--- config.mk ---
export PLATFORM = sky130hd
export DESIGN_NAME = urs_uart_rx
export DESIGN_NICKNAME = d
export VERILOG_FILES = /design/src/urs_pkg.sv /design/src/urs_uart_rx.sv
export VERILOG_INCLUDE_DIRS = /design/src
export SDC_FILE = /design/constraint.sdc
export NUM_CORES = 1
export LEC_CHECK = 0
export BUFFER_PORTS_ARGS = -buffer_cell sky130_fd_sc_hd__buf_2
export CORE_MARGIN = 2
export CORE_UTILIZATION = 44
export CTS_BUF_LIST = sky130_fd_sc_hd__clkbuf_16
export DETAILED_ROUTE_END_ITERATION = 10
export GPL_ROUTABILITY_DRIVEN = 0
export PLACE_DENSITY = 0.58
export SYNTH_ARGS = -nofsm -noshare
export SYNTH_HDL_FRONTEND = slang
export SYNTH_SLANG_ARGS = --single-unit
--- constraint.sdc ---
create_clock -name CLK -period 6.5 [get_ports CLK]
set_input_delay 0.325 -clock CLK [delete_from_list [all_inputs] [get_ports CLK]]
set_output_delay 0.325 -clock CLK [all_outputs]
set_load 0.03 [all_outputs]
--- src/urs_uart_rx_regs.svh ---
// Constants of the receive status and interrupt block of the serial port.
//
// Function
// - Level select 10 holds receive flag while buffer is three quarters full.
// - Level select 01 holds receive flag while buffer is half full.
// - Level select 00 holds receive flag while buffer holds a character.
// - Address detect treats a character with ninth bit one as address.
// - Address detect has no effect outside 9-bit character mode.
// - Idle bit reads one while no character is arriving.
// - Parity error bit shows the parity result of the current character.
// - Framing error bit shows the stop bit result of the current character.
// - Overrun sets on buffer overflow and clears only by a written zero.
// - Clearing a set overrun empties buffer and receive shift register.
// - Data available bit reads one while the buffer holds a character.
`ifndef URS_UART_RX_REGS_SVH
`define URS_UART_RX_REGS_SVH

// ****************************************************************
// Register offsets
// ****************************************************************
`define URS_ADDR_W         12
`define URS_OFS_STATUS     12'h000
`define URS_OFS_CONFIG     12'h004
`define URS_OFS_RXDATA     12'h008
`define URS_OFS_IRQ_STAT   12'h00C
`define URS_OFS_IRQ_MASK   12'h010

// ****************************************************************
// Field positions
// ****************************************************************
`define URS_ST_LVL_HI      7
`define URS_ST_LVL_LO      6
`define URS_ST_ADDR_CHAR_DETECT_ENABLE       5
`define URS_ST_IDLE        4
`define URS_ST_PARITY_ERROR_FLAG        3
`define URS_ST_FRAMING_ERROR_FLAG        2
`define URS_ST_OVR         1
`define URS_ST_AVAIL       0
`define URS_CF_NINE        0
`define URS_CF_PAR_HI      2
`define URS_CF_PAR_LO      1
`define URS_CF_DIV_HI      31
`define URS_CF_DIV_LO      16
`define URS_IRQ_W          4
`define URS_IRQ_RXLVL      0
`define URS_IRQ_OVR        1
`define URS_IRQ_FRAMING_ERROR_FLAG       2
`define URS_IRQ_PARITY_ERROR_FLAG       3

// ****************************************************************
// Reset values and timing counts
// ****************************************************************
`define URS_RST_LVL        2'h0
`define URS_RST_MASK       4'h0
`define URS_CLK_HZ         20000000
`define URS_BAUD_HZ        115200
`define URS_OVS            16
`define URS_RST_DIV        16'((`URS_CLK_HZ) / (`URS_OVS * `URS_BAUD_HZ))
`define URS_OVS_LAST       4'hF
`define URS_OVS_MID        4'h7
`define URS_DEPTH          8
`define URS_PTR_W          3
`define URS_CNT_W          4
`define URS_LVL_3Q         4'h6
`define URS_LVL_HALF       4'h4
`define URS_LVL_ONE        4'h1

`endif

--- src/urs_pkg.sv ---
// Types shared by the receive status and interrupt block.
package urs_pkg;

  typedef enum logic [2:0] {
    URS_IDLE   = 3'b000,
    URS_START  = 3'b001,
    URS_DATA   = 3'b010,
    URS_PARITY = 3'b011,
    URS_STOP   = 3'b100
  } urs_state_t;

  typedef struct packed {
    logic       framing_error_flag;
    logic       parity_error_flag;
    logic [8:0] data;
  } urs_entry_t;

  typedef struct packed {
    logic        psel;
    logic        penable;
    logic        pwrite;
    logic [11:0] paddr;
    logic [31:0] pwdata;
  } urs_apb_req_t;

  typedef enum logic [2:0] {
    URS_SEL_STATUS = 3'b000,
    URS_SEL_CONFIG = 3'b001,
    URS_SEL_RXDATA = 3'b010,
    URS_SEL_ISTAT  = 3'b011,
    URS_SEL_IMASK  = 3'b100,
    URS_SEL_NONE   = 3'b111
  } urs_sel_t;

endpackage : urs_pkg

--- src/urs_uart_rx.sv ---
// Receive path, status register and interrupt logic of the serial port.
//
// Chosen here: the address map and register access over APB.
`timescale 1ns/10ps
`default_nettype none
`include "urs_uart_rx_regs.svh"

module urs_uart_rx (
  input  wire logic                  CLK,
  input  wire logic                  RST_B,
  input  wire urs_pkg::urs_apb_req_t APB_REQ,
  output var  logic [31:0]           PRDATA,
  output var  logic                  PREADY,
  output var  logic                  PSLVERR,
  input  wire logic                  RX,
  output var  logic                  RX_IRQ_FLAG,
  output var  logic                  IRQ
);
  import urs_pkg::*;

  // ****************************************************************
  // Address decode
  // ****************************************************************
  function automatic urs_sel_t reg_sel(input logic [11:0] addr);
    unique case (addr)
      `URS_OFS_STATUS:   reg_sel = URS_SEL_STATUS;
      `URS_OFS_CONFIG:   reg_sel = URS_SEL_CONFIG;
      `URS_OFS_RXDATA:   reg_sel = URS_SEL_RXDATA;
      `URS_OFS_IRQ_STAT: reg_sel = URS_SEL_ISTAT;
      `URS_OFS_IRQ_MASK: reg_sel = URS_SEL_IMASK;
      default:           reg_sel = URS_SEL_NONE;
    endcase
  endfunction : reg_sel

  // ****************************************************************
  // State declarations
  // ****************************************************************
  logic [2:0]          rx_sync_r;
  logic                rx_lvl_r, rx_lvl_nxt;
  logic [15:0]         div_cnt_r, div_cnt_nxt;
  logic                tick_r, tick_nxt;
  urs_state_t          state_r, state_nxt;
  logic [3:0]          os_cnt_r, os_cnt_nxt;
  logic [3:0]          bit_cnt_r, bit_cnt_nxt;
  logic [8:0]          shift_r, shift_nxt;
  logic                par_r, par_nxt;
  logic                done_r, done_nxt;
  logic                framing_error_flag_r, framing_error_flag_nxt;
  urs_entry_t          mem_r [`URS_DEPTH];
  urs_entry_t          mem_nxt [`URS_DEPTH];
  logic [2:0]          wr_ptr_r, wr_ptr_nxt;
  logic [2:0]          rd_ptr_r, rd_ptr_nxt;
  logic [3:0]          count_r, count_nxt;
  logic                ovr_r, ovr_nxt;
  logic [1:0]          lvl_r, lvl_nxt;
  logic                addr_char_detect_enable_r, addr_char_detect_enable_nxt;
  logic                nine_r, nine_nxt;
  logic [1:0]          par_mode_r, par_mode_nxt;
  logic [15:0]         div_r, div_nxt;
  logic [3:0]          istat_r, istat_nxt;
  logic [3:0]          imask_r, imask_nxt;
  logic                flag_r, flag_nxt;
  logic                irq_r, irq_nxt;
  logic                pready_r, pready_nxt;
  logic                pslverr_r, pslverr_nxt;
  logic [31:0]         prdata_r, prdata_nxt;

  logic                take;
  logic                wr_take;
  logic                pop;
  logic                ovr_clear;
  logic                accept;
  logic                push;
  logic                ovr_event;
  logic                parity_error_flag_new;
  logic [8:0]          char_data;
  urs_entry_t          head;
  urs_sel_t            sel;
  logic [31:0]         status_word;

  // ****************************************************************
  // Bus access qualifiers
  // ****************************************************************
  always_comb begin
    sel     = reg_sel(APB_REQ.paddr);
    take    = APB_REQ.psel & APB_REQ.penable & pready_r;
    wr_take = take & APB_REQ.pwrite;
    pop     = take & ~APB_REQ.pwrite & (sel == URS_SEL_RXDATA) &
              (count_r != 4'h0);
    ovr_clear = wr_take & (sel == URS_SEL_STATUS) & ovr_r &
                ~APB_REQ.pwdata[`URS_ST_OVR];
    head    = mem_r[rd_ptr_r];
  end

  // ****************************************************************
  // Pin synchroniser and oversampling divider
  // ****************************************************************
  always_comb begin
    rx_lvl_nxt = rx_lvl_r;
    if (rx_sync_r[1] == rx_sync_r[2]) begin
      rx_lvl_nxt = rx_sync_r[2];
    end
    tick_nxt    = (div_cnt_r == 16'h0000);
    div_cnt_nxt = div_cnt_r - 16'h0001;
    if (div_cnt_r == 16'h0000) begin
      div_cnt_nxt = (div_r == 16'h0000) ? 16'h0000 : div_r - 16'h0001;
    end
  end

  always_ff @(posedge CLK) begin
    if (!RST_B) begin
      rx_sync_r <= 3'h7;
      rx_lvl_r  <= 1'b1;
      div_cnt_r <= 16'h0000;
      tick_r    <= 1'b0;
    end else begin
      rx_sync_r <= {rx_sync_r[1:0], RX};
      rx_lvl_r  <= rx_lvl_nxt;
      div_cnt_r <= div_cnt_nxt;
      tick_r    <= tick_nxt;
    end
  end

  // ****************************************************************
  // Character receiver
  // ****************************************************************
  always_comb begin
    state_nxt   = state_r;
    os_cnt_nxt  = os_cnt_r;
    bit_cnt_nxt = bit_cnt_r;
    shift_nxt   = shift_r;
    par_nxt     = par_r;
    framing_error_flag_nxt    = framing_error_flag_r;
    done_nxt    = 1'b0;
    if (tick_r) begin
      os_cnt_nxt = os_cnt_r + 4'h1;
      unique case (state_r)
        URS_IDLE: begin
          os_cnt_nxt = 4'h0;
          if (!rx_lvl_r) begin
            state_nxt = URS_START;
          end
        end
        URS_START: begin
          if (os_cnt_r == `URS_OVS_MID) begin
            os_cnt_nxt  = 4'h0;
            bit_cnt_nxt = 4'h0;
            shift_nxt   = 9'h000;
            state_nxt   = rx_lvl_r ? URS_IDLE : URS_DATA;
          end
        end
        URS_DATA: begin
          if (os_cnt_r == `URS_OVS_LAST) begin
            shift_nxt[bit_cnt_r] = rx_lvl_r;
            bit_cnt_nxt = bit_cnt_r + 4'h1;
            if (bit_cnt_r == (nine_r ? 4'h8 : 4'h7)) begin
              state_nxt = (!nine_r && par_mode_r != 2'h0) ?
                          URS_PARITY : URS_STOP;
            end
          end
        end
        URS_PARITY: begin
          if (os_cnt_r == `URS_OVS_LAST) begin
            par_nxt   = rx_lvl_r;
            state_nxt = URS_STOP;
          end
        end
        URS_STOP: begin
          if (os_cnt_r == `URS_OVS_LAST) begin
            framing_error_flag_nxt  = ~rx_lvl_r;
            done_nxt  = 1'b1;
            state_nxt = URS_IDLE;
          end
        end
        default: begin
          state_nxt = URS_IDLE;
        end
      endcase
    end
    if (ovr_clear) begin
      state_nxt = URS_IDLE;
      shift_nxt = 9'h000;
      done_nxt  = 1'b0;
    end
  end

  always_ff @(posedge CLK) begin
    if (!RST_B) begin
      state_r   <= URS_IDLE;
      os_cnt_r  <= 4'h0;
      bit_cnt_r <= 4'h0;
      shift_r   <= 9'h000;
      par_r     <= 1'b0;
      framing_error_flag_r    <= 1'b0;
      done_r    <= 1'b0;
    end else begin
      state_r   <= state_nxt;
      os_cnt_r  <= os_cnt_nxt;
      bit_cnt_r <= bit_cnt_nxt;
      shift_r   <= shift_nxt;
      par_r     <= par_nxt;
      framing_error_flag_r    <= framing_error_flag_nxt;
      done_r    <= done_nxt;
    end
  end

  // ****************************************************************
  // Receive buffer and overrun
  // ****************************************************************
  always_comb begin
    char_data = nine_r ? shift_r : {1'b0, shift_r[7:0]};
    parity_error_flag_new  = 1'b0;
    if (!nine_r && par_mode_r == 2'h1) begin
      parity_error_flag_new = (^shift_r[7:0]) ^ par_r;
    end else if (!nine_r && par_mode_r == 2'h2) begin
      parity_error_flag_new = ~((^shift_r[7:0]) ^ par_r);
    end
    accept    = done_r & ~(nine_r & addr_char_detect_enable_r & ~shift_r[8]);
    ovr_event = accept & (count_r == 4'(`URS_DEPTH)) & ~ovr_r;
    push      = accept & ~ovr_r & (count_r != 4'(`URS_DEPTH));
    mem_nxt   = mem_r;
    wr_ptr_nxt = wr_ptr_r;
    rd_ptr_nxt = rd_ptr_r;
    count_nxt  = count_r;
    if (push) begin
      mem_nxt[wr_ptr_r] = '{framing_error_flag: framing_error_flag_r, parity_error_flag: parity_error_flag_new, data: char_data};
      wr_ptr_nxt = wr_ptr_r + 3'h1;
    end
    if (pop) begin
      rd_ptr_nxt = rd_ptr_r + 3'h1;
    end
    count_nxt = count_r + {3'h0, push} - {3'h0, pop};
    ovr_nxt   = ovr_r;
    if (ovr_clear) begin
      ovr_nxt    = 1'b0;
      wr_ptr_nxt = 3'h0;
      rd_ptr_nxt = 3'h0;
      count_nxt  = 4'h0;
    end
    if (ovr_event) begin
      ovr_nxt = 1'b1;
    end
  end

  always_ff @(posedge CLK) begin
    mem_r <= mem_nxt;
  end

  always_ff @(posedge CLK) begin
    if (!RST_B) begin
      wr_ptr_r <= 3'h0;
      rd_ptr_r <= 3'h0;
      count_r  <= 4'h0;
      ovr_r    <= 1'b0;
    end else begin
      wr_ptr_r <= wr_ptr_nxt;
      rd_ptr_r <= rd_ptr_nxt;
      count_r  <= count_nxt;
      ovr_r    <= ovr_nxt;
    end
  end

  // ****************************************************************
  // Control registers, interrupt flag and interrupt status
  // ****************************************************************
  always_comb begin
    lvl_nxt      = lvl_r;
    addr_char_detect_enable_nxt    = addr_char_detect_enable_r;
    nine_nxt     = nine_r;
    par_mode_nxt = par_mode_r;
    div_nxt      = div_r;
    imask_nxt    = imask_r;
    if (wr_take && sel == URS_SEL_STATUS) begin
      lvl_nxt   = APB_REQ.pwdata[`URS_ST_LVL_HI:`URS_ST_LVL_LO];
      addr_char_detect_enable_nxt = APB_REQ.pwdata[`URS_ST_ADDR_CHAR_DETECT_ENABLE];
    end
    if (wr_take && sel == URS_SEL_CONFIG) begin
      nine_nxt     = APB_REQ.pwdata[`URS_CF_NINE];
      par_mode_nxt = APB_REQ.pwdata[`URS_CF_PAR_HI:`URS_CF_PAR_LO];
      div_nxt      = APB_REQ.pwdata[`URS_CF_DIV_HI:`URS_CF_DIV_LO];
    end
    if (wr_take && sel == URS_SEL_IMASK) begin
      imask_nxt = APB_REQ.pwdata[`URS_IRQ_W-1:0];
    end
    unique case (lvl_r)
      2'b10:   flag_nxt = (count_r >= `URS_LVL_3Q);
      2'b01:   flag_nxt = (count_r >= `URS_LVL_HALF);
      2'b00:   flag_nxt = (count_r >= `URS_LVL_ONE);
      2'b11:   flag_nxt = 1'b0;
    endcase
    istat_nxt = istat_r;
    if (wr_take && sel == URS_SEL_ISTAT) begin
      istat_nxt = istat_r & ~APB_REQ.pwdata[`URS_IRQ_W-1:0];
    end
    istat_nxt[`URS_IRQ_RXLVL] = istat_nxt[`URS_IRQ_RXLVL] | flag_r;
    istat_nxt[`URS_IRQ_OVR]   = istat_nxt[`URS_IRQ_OVR] | ovr_event;
    istat_nxt[`URS_IRQ_FRAMING_ERROR_FLAG]  = istat_nxt[`URS_IRQ_FRAMING_ERROR_FLAG] |
                                (push & framing_error_flag_r);
    istat_nxt[`URS_IRQ_PARITY_ERROR_FLAG]  = istat_nxt[`URS_IRQ_PARITY_ERROR_FLAG] |
                                (push & parity_error_flag_new);
    irq_nxt = |(istat_r & imask_r);
  end

  always_ff @(posedge CLK) begin
    if (!RST_B) begin
      lvl_r      <= `URS_RST_LVL;
      addr_char_detect_enable_r    <= 1'b0;
      nine_r     <= 1'b0;
      par_mode_r <= 2'h0;
      div_r      <= `URS_RST_DIV;
      imask_r    <= `URS_RST_MASK;
      istat_r    <= 4'h0;
      flag_r     <= 1'b0;
      irq_r      <= 1'b0;
    end else begin
      lvl_r      <= lvl_nxt;
      addr_char_detect_enable_r    <= addr_char_detect_enable_nxt;
      nine_r     <= nine_nxt;
      par_mode_r <= par_mode_nxt;
      div_r      <= div_nxt;
      imask_r    <= imask_nxt;
      istat_r    <= istat_nxt;
      flag_r     <= flag_nxt;
      irq_r      <= irq_nxt;
    end
  end

  // ****************************************************************
  // Bus answer
  // ****************************************************************
  always_comb begin
    status_word = 32'h0000_0000;
    status_word[`URS_ST_LVL_HI:`URS_ST_LVL_LO] = lvl_r;
    status_word[`URS_ST_ADDR_CHAR_DETECT_ENABLE] = addr_char_detect_enable_r;
    status_word[`URS_ST_IDLE]  = (state_r == URS_IDLE);
    status_word[`URS_ST_PARITY_ERROR_FLAG]  = (count_r != 4'h0) & head.parity_error_flag;
    status_word[`URS_ST_FRAMING_ERROR_FLAG]  = (count_r != 4'h0) & head.framing_error_flag;
    status_word[`URS_ST_OVR]   = ovr_r;
    status_word[`URS_ST_AVAIL] = (count_r != 4'h0);
    pready_nxt  = APB_REQ.psel & APB_REQ.penable & ~pready_r;
    pslverr_nxt = pready_nxt & (sel == URS_SEL_NONE);
    prdata_nxt  = prdata_r;
    if (pready_nxt && !APB_REQ.pwrite) begin
      unique case (sel)
        URS_SEL_STATUS: prdata_nxt = status_word;
        URS_SEL_CONFIG: prdata_nxt = {div_r, 13'h0000, par_mode_r, nine_r};
        URS_SEL_RXDATA: prdata_nxt = (count_r == 4'h0) ? 32'h0000_0000 :
                                     {21'h000000, head};
        URS_SEL_ISTAT:  prdata_nxt = {28'h0000000, istat_r};
        URS_SEL_IMASK:  prdata_nxt = {28'h0000000, imask_r};
        URS_SEL_NONE:   prdata_nxt = 32'h0000_0000;
      endcase
    end
  end

  always_ff @(posedge CLK) begin
    if (!RST_B) begin
      pready_r  <= 1'b0;
      pslverr_r <= 1'b0;
      prdata_r  <= 32'h0000_0000;
    end else begin
      pready_r  <= pready_nxt;
      pslverr_r <= pslverr_nxt;
      prdata_r  <= prdata_nxt;
    end
  end

  assign PREADY      = pready_r;
  assign PSLVERR     = pslverr_r;
  assign PRDATA      = prdata_r;
  assign RX_IRQ_FLAG = flag_r;
  assign IRQ         = irq_r;

endmodule : urs_uart_rx
`default_nettype wire

# Word level (Yosys, flattened, before mapping)
# Cells that the tools add are included.
# W data, S select, Z words.
dict set report word_totals {
  ff_bits 209
  in_bits 50
  out_inout_bits 36
  elab_cells 211
}
dict set report op_classes {
  add_sub_neg 8
  magnitude_cmp 8
  n_eq_ne 30
  mux 40
  bitwise 43
  reduce_logical 31
}
# operator count
set ops {}
lappend ops {{$pmux W32 S6} 1}
lappend ops {{$bwmux W88} 1}
lappend ops {{$mux W11} 4}
lappend ops {{$bmux W11 S3} 1}
lappend ops {{$demux W11 S3} 1}
lappend ops {{$logic_not A16 Y1} 2}
lappend ops {{$mux W16} 2}
lappend ops {{$sub A16 B1 Y16 const B} 2}
lappend ops {{$pmux W3 S5} 2}
lappend ops {{$mux W9} 3}
lappend ops {{$eq A12 B4 Y1 const B} 2}
lappend ops {{$and A1 B1 Y1} 22}
lappend ops {{$mux W3} 7}
lappend ops {{$mux W4} 5}
lappend ops {{$pmux W9 S2} 1}
lappend ops {{$pmux W4 S2} 2}
lappend ops {{$eq A12 B3 Y1 const B} 1}
lappend ops {{$eq A12 B5 Y1 const B} 1}
lappend ops {{$eq A3 B2 Y1 const B} 4}
lappend ops {{$logic_not A12 Y1} 1}
lappend ops {{$ne A2 B2 Y1 const B} 6}
lappend ops {{$not A1 Y1} 11}
lappend ops {{$logic_and A1 B1 Y1} 10}
lappend ops {{$bwmux W9} 1}
lappend ops {{other kinds (39)} 67}

# Depth between registers and ports, before layout
# Gate-level depths: netlist of the first run.
dict set report depth {
  depth_word 8
  depth_mapped 13
  depth_no_buf 12
}

# Worst setup path before layout of the first run
# OpenSTA, ideal clock, no wires.
dict set report synth_path {
  kind {input-to-reg}
  from {input port APB_REQ[39] (netlist name)}
  to {register count_r[2]}
  setup_ns 0.128
  t_arrival_ns 2.562
  t_required_ns 6.372
  path_slack_ns 3.811
  path_stages 10
  path_buffers 0
  path_cell_list {nor4_1 -> nand4_1 -> nor3_1 -> ha_1 -> inv_1 -> ha_1 -> inv_1 -> fa_1 -> xor2_1 -> nor2_1}
}
dict set report synth_between {
  word_cells_on_any_way 15
  classes_between {add/sub (1); eq/ne (5); mux (1); bitwise (5); reduce/logical (3)}
}
# item line_no
set synth_lines {}
lappend synth_lines {{start, declared} urs_uart_rx.sv:11} ;# input wire urs_pkg::urs_apb_req_t APB_REQ,
lappend synth_lines {{$eq A12 B5 Y1 (tied with other cells)} urs_uart_rx.sv:25} ;# unique case (addr)
lappend synth_lines {{$pmux W3 S5 *} urs_uart_rx.sv:25}
lappend synth_lines {{$eq A3 B2 Y1 *} urs_uart_rx.sv:88} ;# pop = take & ~APB_REQ.pwrite & (sel == URS_SEL_RXDATA) &
lappend synth_lines {{$and A1 B1 Y1 * (2 in a row)} urs_uart_rx.sv:88}
lappend synth_lines {{named net pop} urs_uart_rx.sv:70} ;# logic pop;
lappend synth_lines {{$sub A4 B1 Y4 *} urs_uart_rx.sv:232} ;# count_nxt = count_r + {3'h0, push} - {3'h0, pop};
lappend synth_lines {{end signal, assigned} urs_uart_rx.sv:258} ;# count_r <= count_nxt;
lappend synth_lines {{end, declared} urs_uart_rx.sv:53} ;# logic [3:0] count_r, count_nxt;
# Mark *: on every way through the listed nets, which the timed path passes. The rest lies on a longest branch.
# A chain may end at the register's enable or synchronous reset.

# Worst setup path after layout of the first run
dict set report layout_path {
  from {register count_r[2]}
  to {register count_r[2]}
}
dict set report layout_between {
  word_cells_on_any_way 6
  classes_between {add/sub (2); eq/ne (1); bitwise (2); reduce/logical (1)}
}
# item line_no
set layout_lines {}
lappend layout_lines {{$reduce_bool A4 Y1} urs_uart_rx.sv:89} ;# (count_r != 4'h0);
lappend layout_lines {{$and A1 B1 Y1} urs_uart_rx.sv:88}
lappend layout_lines {{named net pop} urs_uart_rx.sv:70}
lappend layout_lines {{$sub A4 B1 Y4} urs_uart_rx.sv:232}
# The timed path passes the listed nets, and every way through them passes these cells.

==> results by group, run 1 <==
GRT
  • Pin count of the biggest net entering global routing: 52
  • Total Routing Usage GR: 0.190
  • Vias in the first global route: 5993
  • Total gr overflow: 0
  • Initial antenna violation count: 0
  • Global-route wire length before repair: 32600 um

Detailed routing
  • Avg WL per Cell: 17.4 um
  • Detailed Route WL: 20600 um
  • Antenna Violating Nets Remaining: 0
  • Drt drc: 0
  • Drt pass-1 iters: 4
  • Vias/cell: 5.38
  • DR vias: 6381
  • Initial drt markers: 441

Cells and area
  • Antenna diode count: 0
  • Fillers: 1889
  • Area Growth Syn to Fin: 14.5%
  • Area taken by multi-input logic gates: 3780 sq um
  • Storage element area: 4960 sq um
  • Nets@finish: 969
  • Share of cells above drive strength 1: 0.168

Floorplanning
  • Rows: 52
  • Die area: 21600 sq um
  • Die width: 147 um
  • Core area: 20200 sq um
  • DIE HEIGHT: 147 um
  • Ports: 86
  • Initial Util: 0.446

Yosys
  • Yosys cell types: 63
  • Yosys top cell area share: 0.294
  • Register area share after synthesis: 0.552
  • Post-synth top cells: dfxtp_1 (116), nor2_1 (107), edfxtp_1 (88)
  • Async S/R FF share, synth: 0
  • Syn Inst Count: 835
  • Most frequent cell after synthesis: dfxtp_1
  • Yosys reg bits: 204
  • Synthesis Warnings: 0
  • Top cells by area, synth: edfxtp_1 (29%), dfxtp_1 (26%), mux4_2 (5.5%)
  • Post-synth top area cell: edfxtp_1
  • Post-synth EDFFs: 88
  • Dominant synthesized flop cell: dfxtp_1
  • Syn avg cell area: 10.8 sq um
  • Post-Syn Area: 8990 sq um

STA
  • Setup violators final: 0
  • Final Hold Vio Count: 0
  • Worst rel slew slack: 0.292
  • WHS: 0.0322 ns
  • Final slew viol count: 0
  • Final min period: 2.82 ns
  • RSZ-0062 raised after global routing: no
  • Setup Skew: 0.0221 ns
  • Final worst-path cycle share: 0.434
  • Slew @ Worst Pin: 1.05 ns
  • Fmax: 0.354 GHz
  • TNS Setup: 0 ns

Job
  • Max-cap check violation count: 0

Worst setup path
  • Register-to-Register Path Depth: 12
  • Worst-path maximum fanout: 4
  • Arr. time, crit path: 3.22 ns
  • Req. time, crit path: 6.90 ns
  • Critical path's largest stage delay: 0.55 ns
  • Worst Setup SP: count_r[2]
  • CP Class: reg2reg
  • R2r startpoint: count_r[2]
  • R2R Setup Slk: 3.68 ns
  • Slowest CP cell: nor3_1
  • CP bufs+invs: 3
  • Cell count along the critical path: 12
  • Top delay family on crit path: adder cells
  • Setup crit start kind: register
  • Crit-path cells: inv_1 > ha_1 > or3b_2 > nand2_1 > nor3_1 > ha_1 > inv_1 > ha_1 > inv_1 > fa_1 > xor2_1 > nor2_1
  • Critical path capture point type: register

Pwr
  • Max VDD drop: 0.221 mV
  • Leakage power: 3.77 nW
  • Total Power: 0.00286 W
  • PD cells: 278 nW/um^2

Run status
  • Status: completed

Clock tree
  • H-tree depth: 1
  • Clock buffer depth: 3
  • Clock transition at path regs: 0.06 ns
  • Worst skew pair latency: 0.51 ns
  • Post-cts gate resize count: 0
  • Num CTS Buffers: 23
  • Clock root cell: clkbuf_16
  • CTS sink cnt: 204
  • CTS tree: built

Placement
  • Port Buffer Count: 71
  • DP HPWL: 13900 um

Hold path
  • Hold Path Cell Cnt: 3
  • Hold path start: APB_REQ[19]
  • HP Class: in2reg
==> what timing repair did <==
item,4_1_cts,5_1_grt
endpoints found under the hold margin,1,0
hold buffers,1,0
setup buffers,0,0
==> metrics by stage <==
| step | util | worst slack (ns) | area (sq um) | std cells |
|---|---|---|---|---|
| global route | 0.510 | 3.42 | 10300 | 1185 |
| global placement | 0.478 | 3.30 | 9630 | 1144 |
| CTS | 0.510 | 3.65 | 10300 | 1185 |
| finish | 0.510 | 3.68 | 10300 | 1185 |
| detailed placement | 0.478 | 3.26 | 9630 | 1144 |
| floorplan | - | 3.81 | 9010 | 839 |
==> cell usage in the layout (no fill, tap or decap), types with 23 or more instances in the layout <==
master     count
nand2_1       77
clkbuf_16     23
inv_1         27
mux2i_1       29
dfxtp_1      116
a21oi_1       68
nor2_1       107
buf_2         71
nor3_1        32
edfxtp_1      88
==> report_power, final <==
part	total (W)	internal [W]	switching (W)
clock	0.00113	0.000637	0.000490
combinational	0.000336	0.000146	0.000190
sequential	0.00140	0.00136	0.0000344
==> layout make-up <==
class	instances	share of cell area
inverter	21	0.00766
clock buffer	23	0.0559
timing repair buffer	88	0.0472
tap	270	0.0328
sequential	204	0.482
clock inverter	17	0.00729
multi-input combinational	562	0.367
==> tightest hold or removal path, delay by kind of cell <==
kind          cells  cell delay [ns]
buf+inv           1             0.07
simple gates      2             0.11
==> logic make-up (layout without fill, tap and decap cells) <==
kind of cell             Yosys count  count (layout)  share of synthesized area
other                              1               5                   0.000417
buffers and inverters             73             149                     0.0338
AND/OR/NAND/NOR                  310             310                      0.163
adder cells (fa/ha/maj)           19              19                     0.0273
AO/OA/AOI/OAI                    139             139                     0.0966
flip-flops                       204             204                      0.552
XOR/XNOR                          36              36                     0.0366
multiplexers                      53              53                     0.0899
==> flip-flops by register name, summed over array words and instances, names as in the netlist, 2 cells and up <==
signal,count
rd_ptr_r,3
rx_sync_r,3
lvl_r,2
state_r,3
div_cnt_r,16
istat_r,4
mem_r,88
count_r,4
bit_cnt_r,4
os_cnt_r,4
par_mode_r,2
wr_ptr_r,3
div_r,16
shift_r,9
PRDATA,27
imask_r,4
==> path summary, 6_finish.rpt <==
| kind | endpoint |
|---|---|
| hold / removal | div_r[3] |
| setup / recovery | count_r[2] |
| hold reg to reg | rx_sync_r[1] |
| setup reg to reg | count_r[2] |
==> metal layers <==
metal / vias up / track usage / wire length, um
li1: 3130 / - / -
met5: - / 0 / 0
met4: 0 / 0.0505 / 468
met3: 36 / 0.0283 / 1050
met2: 158 / 0.304 / 9310
met1: 3057 / 0.272 / 9820
Power figures use the tool's default switching activity.
==> run 2: changes to the inputs <==
==> constraint.sdc (replaced) <==
create_clock -name CLK -period 2.6 [get_ports CLK]
set_input_delay 0.13 -clock CLK [delete_from_list [all_inputs] [get_ports CLK]]
set_output_delay 0.13 -clock CLK [all_outputs]
set_load 0.03 [all_outputs]
==> run 2 against run 1 <==
  * Sequential power is 150% higher
  * Total power increased to 2.7 times the previous value
  * Cell area is 6.9% higher
  * Clock power increased to 2.7 times the previous value
  * Critical path depth is 6 lower
  * Combinational power increased to 3.2 times the previous value
  * Largest cell class unchanged
  * Largest power group unchanged
==> results by group, run 2 (same netlist as run 1, synthesis figures left out) <==
Worst setup path
  • Critical path's largest stage delay: 0.59 ns (was 0.55 ns)
  • Critical path capture point type: register (unchanged)
  • Req. time, crit path: 3.00 ns (was 6.90 ns)
  • Critical Path Sink: div_cnt_r[13] (was count_r[2])
  • Setup crit start kind: register (unchanged)
  • Arr. time, crit path: 2.99 ns (was 3.22 ns)
  • Crit-path cells: or4_4 > or4b_4 > or4b_4 > buf_6 > buf_6 > o211a_1 (was inv_1 > ha_1 > or3b_2 > nand2_1 > nor3_1 > ha_1 > inv_1 > ha_1 > inv_1 > fa_1 > xor2_1 > nor2_1)
  • R2R Path End: div_cnt_r[13] (was count_r[2])
  • Cell count along the critical path: 6 (was 12)
  • Worst-path maximum fanout: 6 (was 4)
  • Slowest CP cell: or4b_4 (was nor3_1)
  • Top delay family on crit path: simple AND/OR/NAND/NOR gates (was adder cells)
  • CP bufs+invs: 2 (was 3)
  • R2r startpoint: div_cnt_r[10] (was count_r[2])
  • Worst Setup SP: div_cnt_r[10] (was count_r[2])
  • CP Class: reg2reg (unchanged)
  • Register-to-Register Path Depth: 6 (was 12)
  • R2R Setup Slk: 0.003 ns (was 3.68 ns)

Cells and area
  • Nets@finish: 1037 (was 969)
  • Most frequent cells in the layout: dfxtp_1 (115), nor2_1 (107), edfxtp_1 (88), nand2_1 (76), buf_2 (71) (was dfxtp_1 (116), nor2_1 (107), edfxtp_1 (88), nand2_1 (77), buf_2 (71))
  • Area Growth Syn to Fin: 22.4% (was 14.5%)
  • Max reg flops: 88 (unchanged)
  • Most common library cell in the layout ignoring fill and taps: dfxtp_1 (unchanged)
  • Top reg by flops: mem_r (unchanged)
  • Share of cells above drive strength 1: 0.214 (was 0.168)
  • Antenna diode count: 0 (unchanged)

Clock tree
  • Worst skew pair latency: 0.51 ns (about the same)
  • Clock buffer depth: 3 (unchanged)
  • CTS sink cnt: 204 (unchanged)
  • CTS tree: built (unchanged)
  • Clock root cell: clkbuf_16 (unchanged)
  • H-tree depth: 1 (unchanged)
  • Num CTS Buffers: 23 (unchanged)
  • Clock transition at path regs: 0.06 ns (about the same)

Placement
  • DP HPWL: 14500 um (was 13900 um)
  • Port Buffer Count: 71 (unchanged)

STA
  • RSZ-0062 raised after global routing: yes (was no)
  • Setup violators final: 0 (unchanged)
  • Slew @ Worst Pin: 0.703 ns (was 1.05 ns)
  • Final Hold Vio Count: 0 (unchanged)
  • TNS Setup: 0 ns (unchanged)
  • Setup Skew: 0.0144 ns (was 0.0221 ns)
  • Final worst-path cycle share: 0.999 (was 0.434)
  • Worst rel slew slack: 0.531 (was 0.292)
  • Final slew viol count: 0 (unchanged)
  • Fmax: 0.385 GHz (was 0.354 GHz)
  • Final min period: 2.60 ns (was 2.82 ns)

Detailed routing
  • Avg WL per Cell: 16.8 um (was 17.4 um)
  • Drt pass-1 iters: 5 (was 4)
  • Drt drc: 0 (unchanged)
  • Initial drt markers: 521 (was 441)
  • Detailed Route WL: 21100 um (was 20600 um)
  • Vias/cell: 5.26 (was 5.38)
  • Antenna Violating Nets Remaining: 0 (unchanged)
  • DR vias: 6590 (was 6381)

Floorplanning
  • Core area: 20200 sq um (unchanged)
  • Ports: 86 (unchanged)
  • Die area: 21600 sq um (unchanged)
  • Die width: 147 um (unchanged)
  • Initial Util: 0.446 (unchanged)
  • Rows: 52 (unchanged)
  • DIE HEIGHT: 147 um (unchanged)

Run status
  • Status: completed (unchanged)

GRT
  • Initial antenna violation count: 0 (unchanged)
  • Global-route wire length before repair: 33900 um (was 32600 um)
  • Pin count of the biggest net entering global routing: 31 (was 52)
  • Vias in the first global route: 6278 (was 5993)
  • Total Routing Usage GR: 0.196 (was 0.190)
  • Total gr overflow: 0 (unchanged)

Pwr
  • Max VDD drop: 0.506 mV (was 0.221 mV)
  • Total Power: 0.00760 W (was 0.00286 W)
  • Leakage power: 4.10 nW (was 3.77 nW)
  • PD cells: 691 nW/um^2 (was 278 nW/um^2)

Hold path
  • HP Class: in2reg (unchanged)

Job
  • Max-cap check violation count: 0 (unchanged)
## run 2: worst register-to-register path, cell delays in order (launching register included)
cell and delay [ns]:
dfxtp_2 0.32, or4_4 0.53, or4b_4 0.55, or4b_4 0.59
buf_6 0.17, buf_6 0.12, o211a_1 0.20
## run 2: cell type report
cell class                      instances  area, sq um
Timing Repair Buffer                  156         1100
Inverter                               21         78.8
Fill cell                            1792         9160
Clock inverter                         17          133
Clock buffer                           23          576
Sequential cell                       204         4970
Tap cell                              270          338
Multi-Input combinational cell        562         3810
## run 2: what timing repair did
item | 4_1_cts | 5_1_grt
hold buffers | 27 | 0
resized for setup | 0 | 17
buffers inserted | 0 | 4
pin swaps | 1 | 6
hold endpoints to repair | 34 | 0
endpoints found under the setup margin | 1 | 9
## run 2: power by group
part	switching, W	internal [W]	leakage, nW
Combinational	0.000536	0.000526	2.00
Sequential	0.0000729	0.00341	1.73
Clock	0.00125	0.00180	0.370
Total	0.00186	0.00574	4.10
## run 2: worst min-delay path by stage
stage                 from  cells after the start  slack, ns           end
2_1_floorplan           RX                      1       0.23  rx_sync_r[0]
3_3_place_gp            RX                      2       0.31  rx_sync_r[0]
3_5_place_dp            RX                      2       0.32  rx_sync_r[0]
4_1_cts        APB_REQ[35]                      3       0.03       PSLVERR
5_1_grt              RST_B                      2       0.08  rx_sync_r[0]
6_report       APB_REQ[35]                      3       0.04       PSLVERR
## run 2: layer usage
| metal | GRT usage | vias up | share of wire |
|---|---|---|---|
| met3 | 0.0261 | 34 | 0.049 |
| met1 | 0.290 | 3109 | 0.48 |
| met5 | 0 | - | 0 |
| li1 | - | 3271 | - |
| met2 | 0.308 | 176 | 0.45 |
| met4 | 0.0476 | 0 | 0.020 |
## run 2: per-stage QoR
stage	hold WS (ns)	utilization	instance area, sq um	std cells	setup slack, ns
after floorplan	0.231	-	9010	839	0.00954
after global placement	0.313	0.493	9940	1182	0.0312
after detailed placement	0.321	0.493	9940	1182	0.00923
after CTS	0.0299	0.542	10900	1249	0.0209
after global routing	0.0792	0.546	11000	1253	-0.0332
final	0.0379	0.546	11000	1253	0.00341
==> run 3: changes to the inputs <==
==> constraint.sdc (replaced) <==
create_clock -name CLK -period 2.9 [get_ports CLK]
set_input_delay 0.145 -clock CLK [delete_from_list [all_inputs] [get_ports CLK]]
set_output_delay 0.145 -clock CLK [all_outputs]
set_load 0.03 [all_outputs]
==> run 3 against run 2 <==
  * Sequential share of layout area increased by 0.62 points
  * Flip-flop and latch count unchanged
  * First-iteration DRC count decreased by 24%
  * Clock power increased by 3%
  * Hold slack improved by 0.040 ns
  * Global-route usage decreased by 0.33 points
  * Total power decreased by 6.8%
  * Maximum frequency decreased by 4.1%
  * Via count decreased by 2.4%
  * Final cell count decreased by 2.2%
  * Core utilization decreased by 0.76 points
  * Register-to-register slack improved by 0.19 ns
  * Critical path type unchanged
  * Critical endpoint is now div_cnt_r[0]
  * Largest power group is now clock
==> results by group, run 3 (same netlist as run 1, synthesis figures left out) <==
Run status
  • Status: completed (unchanged)

Detailed routing
  • Detailed Route WL: 21100 um (about the same)
  • Antenna Violating Nets Remaining: 0 (unchanged)
  • Avg WL per Cell: 17.2 um (was 16.8 um)
  • Drt pass-1 iters: 5 (unchanged)
  • Initial drt markers: 394 (was 521)
  • DR vias: 6431 (was 6590)
  • Vias/cell: 5.25 (was 5.26)
  • Drt drc: 0 (unchanged)

Worst setup path
  • Slowest CP cell: or4b_4 (unchanged)
  • CP Class: reg2reg (unchanged)
  • Arr. time, crit path: 3.15 ns (was 2.99 ns)
  • Worst-path maximum fanout: 13 (was 6)
  • Critical path's largest stage delay: 0.63 ns (was 0.59 ns)
  • Most used cell, CP: or4b_4
  • Critical path capture point type: register (unchanged)
  • Req. time, crit path: 3.34 ns (was 3.00 ns)
  • Crit-path cells: or4_4 > or4b_4 > or4b_4 > buf_4 > nor3_1 > a21oi_1 > nor2_1 (was or4_4 > or4b_4 > or4b_4 > buf_6 > buf_6 > o211a_1)
  • Setup crit start kind: register (unchanged)
  • CP bufs+invs: 1 (was 2)
  • Top delay family on crit path: simple AND/OR/NAND/NOR gates (unchanged)

Floorplanning
  • DIE HEIGHT: 147 um (unchanged)
  • Die width: 147 um (unchanged)
  • Core area: 20200 sq um (unchanged)
  • Ports: 86 (unchanged)
  • Die area: 21600 sq um (unchanged)
  • Initial Util: 0.446 (unchanged)
  • Rows: 52 (unchanged)

STA
  • Setup violators final: 0 (unchanged)
  • Fmax: 0.369 GHz (was 0.385 GHz)
  • Worst rel slew slack: 0.442 (was 0.531)
  • Final Hold Vio Count: 0 (unchanged)
  • TNS Setup: 0 ns (unchanged)
  • RSZ-0062 raised after global routing: no (was yes)
  • Final min period: 2.71 ns (was 2.60 ns)
  • Final worst-path cycle share: 0.934 (was 0.999)
  • Slew @ Worst Pin: 0.837 ns (was 0.703 ns)
  • Final slew viol count: 0 (unchanged)
  • Setup Skew: 0.0149 ns (was 0.0144 ns)

GRT
  • Met1 usage: 0.280 (was 0.290)
  • Pin count of the biggest net entering global routing: 46 (was 31)
  • GR peak layer: met2 (unchanged)
  • Vias in the first global route: 6039 (was 6278)
  • Routing usage on met3: 0.0280 (was 0.0261)
  • Met2 usage: 0.310 (was 0.308)
  • Total Routing Usage GR: 0.193 (was 0.196)
  • Total gr overflow: 0 (unchanged)
  • Initial antenna violation count: 0 (unchanged)
  • Global-route wire length before repair: 33200 um (was 33900 um)

Pwr
  • Max VDD drop: 0.465 mV (was 0.506 mV)
  • Psw: 0.00166 W (was 0.00186 W)
  • Comb pwr share: 0.113 (was 0.140)
  • Internal power: 0.00542 W (was 0.00574 W)
  • Switching Share: 0.235 (was 0.245)
  • PD cells: 653 nW/um^2 (was 691 nW/um^2)
  • Flop pwr share: 0.443 (was 0.458)
  • Part of the power in the clock network: 0.444 (was 0.402)
  • Leakage power: 3.99 nW (was 4.10 nW)

Cells and area
  • Top reg by flops: mem_r (unchanged)
  • Antenna diode count: 0 (unchanged)
  • Nets@finish: 1008 (was 1037)
  • Area Growth Syn to Fin: 20.7% (was 22.4%)
  • Finished Layout Cells: 1225 (was 1253)
  • Most frequent cells in the layout: dfxtp_1 (116), nor2_1 (107), edfxtp_1 (88), nand2_1 (77), buf_2 (71) (was dfxtp_1 (115), nor2_1 (107), edfxtp_1 (88), nand2_1 (76), buf_2 (71))
  • Fillers: 1775 (was 1792)
  • Final Cell Area: 10900 sq um (was 11000 sq um)
  • Max reg flops: 88 (unchanged)
  • Most common library cell in the layout ignoring fill and taps: dfxtp_1 (unchanged)
  • Share of cells above drive strength 1: 0.183 (was 0.214)

Job
  • Max-cap check violation count: 0 (unchanged)

Clock tree
  • Clock root cell: clkbuf_16 (unchanged)
  • Postcts setup bufs: 0 (unchanged)
  • H-tree depth: 1 (unchanged)
  • Worst skew pair latency: 0.52 ns (was 0.51 ns)
  • Clock transition at path regs: 0.06 ns (about the same)
  • CTS sink cnt: 204 (unchanged)
  • Clock buffer depth: 3 (unchanged)
  • Num CTS Buffers: 23 (unchanged)
  • CTS tree: built (unchanged)

Placement
  • Placement Cell Area: 9760 sq um (was 9940 sq um)
  • DP HPWL: 14100 um (was 14500 um)
  • Port Buffer Count: 71 (unchanged)
  • Placed insts: 1157 (was 1182)

Hold path
  • HP Class: in2reg (unchanged)
==> run 3: path summary, 6_finish.rpt <==
kind	start	to	slack (ns)	cells past startpoint
setup / recovery	div_cnt_r[7]	div_cnt_r[0]	0.19	7
hold / removal	APB_REQ[35]	PSLVERR	0.08	3
setup reg to reg	div_cnt_r[7]	div_cnt_r[0]	0.19	7
hold reg to reg	rx_sync_r[0]	rx_sync_r[1]	0.41	1
==> run 3: repair_timing <==
item,CTS,global route
hold buffers,27,0
hold endpoints to repair,34,0
setup endpoints to repair,0,3
gates resized for setup,0,1
==> run 3: final cells by class <==
type | instances | area, sq um | area share
clock buffers | 23 | 576 | 0.0530
clock inverters | 18 | 246 | 0.0227
inverters | 21 | 78.8 | 0.00726
multi-input cells | 562 | 3780 | 0.348
flip-flops and latches | 204 | 4960 | 0.457
well taps | 270 | 338 | 0.0311
repair buffers | 127 | 868 | 0.0800
==> run 3: worst min-delay path, stage by stage <==
cell	delay [ns]
buf_2	0.15
o21ai_0	0.17
a21boi_0	0.09
==> run 3: per-stage QoR <==
step | setup WS, ns | utilization | total power (W) | hold slack (ns)
after CTS | 0.0920 | 0.538 | 0.00715 | 0.0653
after global placement | 0.191 | 0.484 | 0.00397 | 0.333
after global routing | 0.119 | 0.538 | 0.00736 | 0.0795
final | 0.193 | 0.538 | 0.00708 | 0.0784
after detailed placement | 0.112 | 0.484 | 0.00397 | 0.339
after floorplan | 0.310 | - | 0.00380 | 0.246
==> run 3: per-layer routing <==
metal / up-vias / routed length [um]
met5: - / 0
met4: 0 / 269
met3: 22 / 976
met2: 146 / 9520
met1: 3055 / 10400
li1: 3208 / -
==> run 3: power by group through the flow <==
| stage | sequential (W) | clock (W) | combinational [W] |
|---|---|---|---|
| after floorplan | 0.00318 | 0 | 0.000623 |
| after global placement | 0.00320 | 0 | 0.000771 |
| after detailed placement | 0.00319 | 0 | 0.000775 |
| after CTS | 0.00313 | 0.00321 | 0.000807 |
| after global routing | 0.00314 | 0.00332 | 0.000892 |
| final | 0.00314 | 0.00315 | 0.000801 |
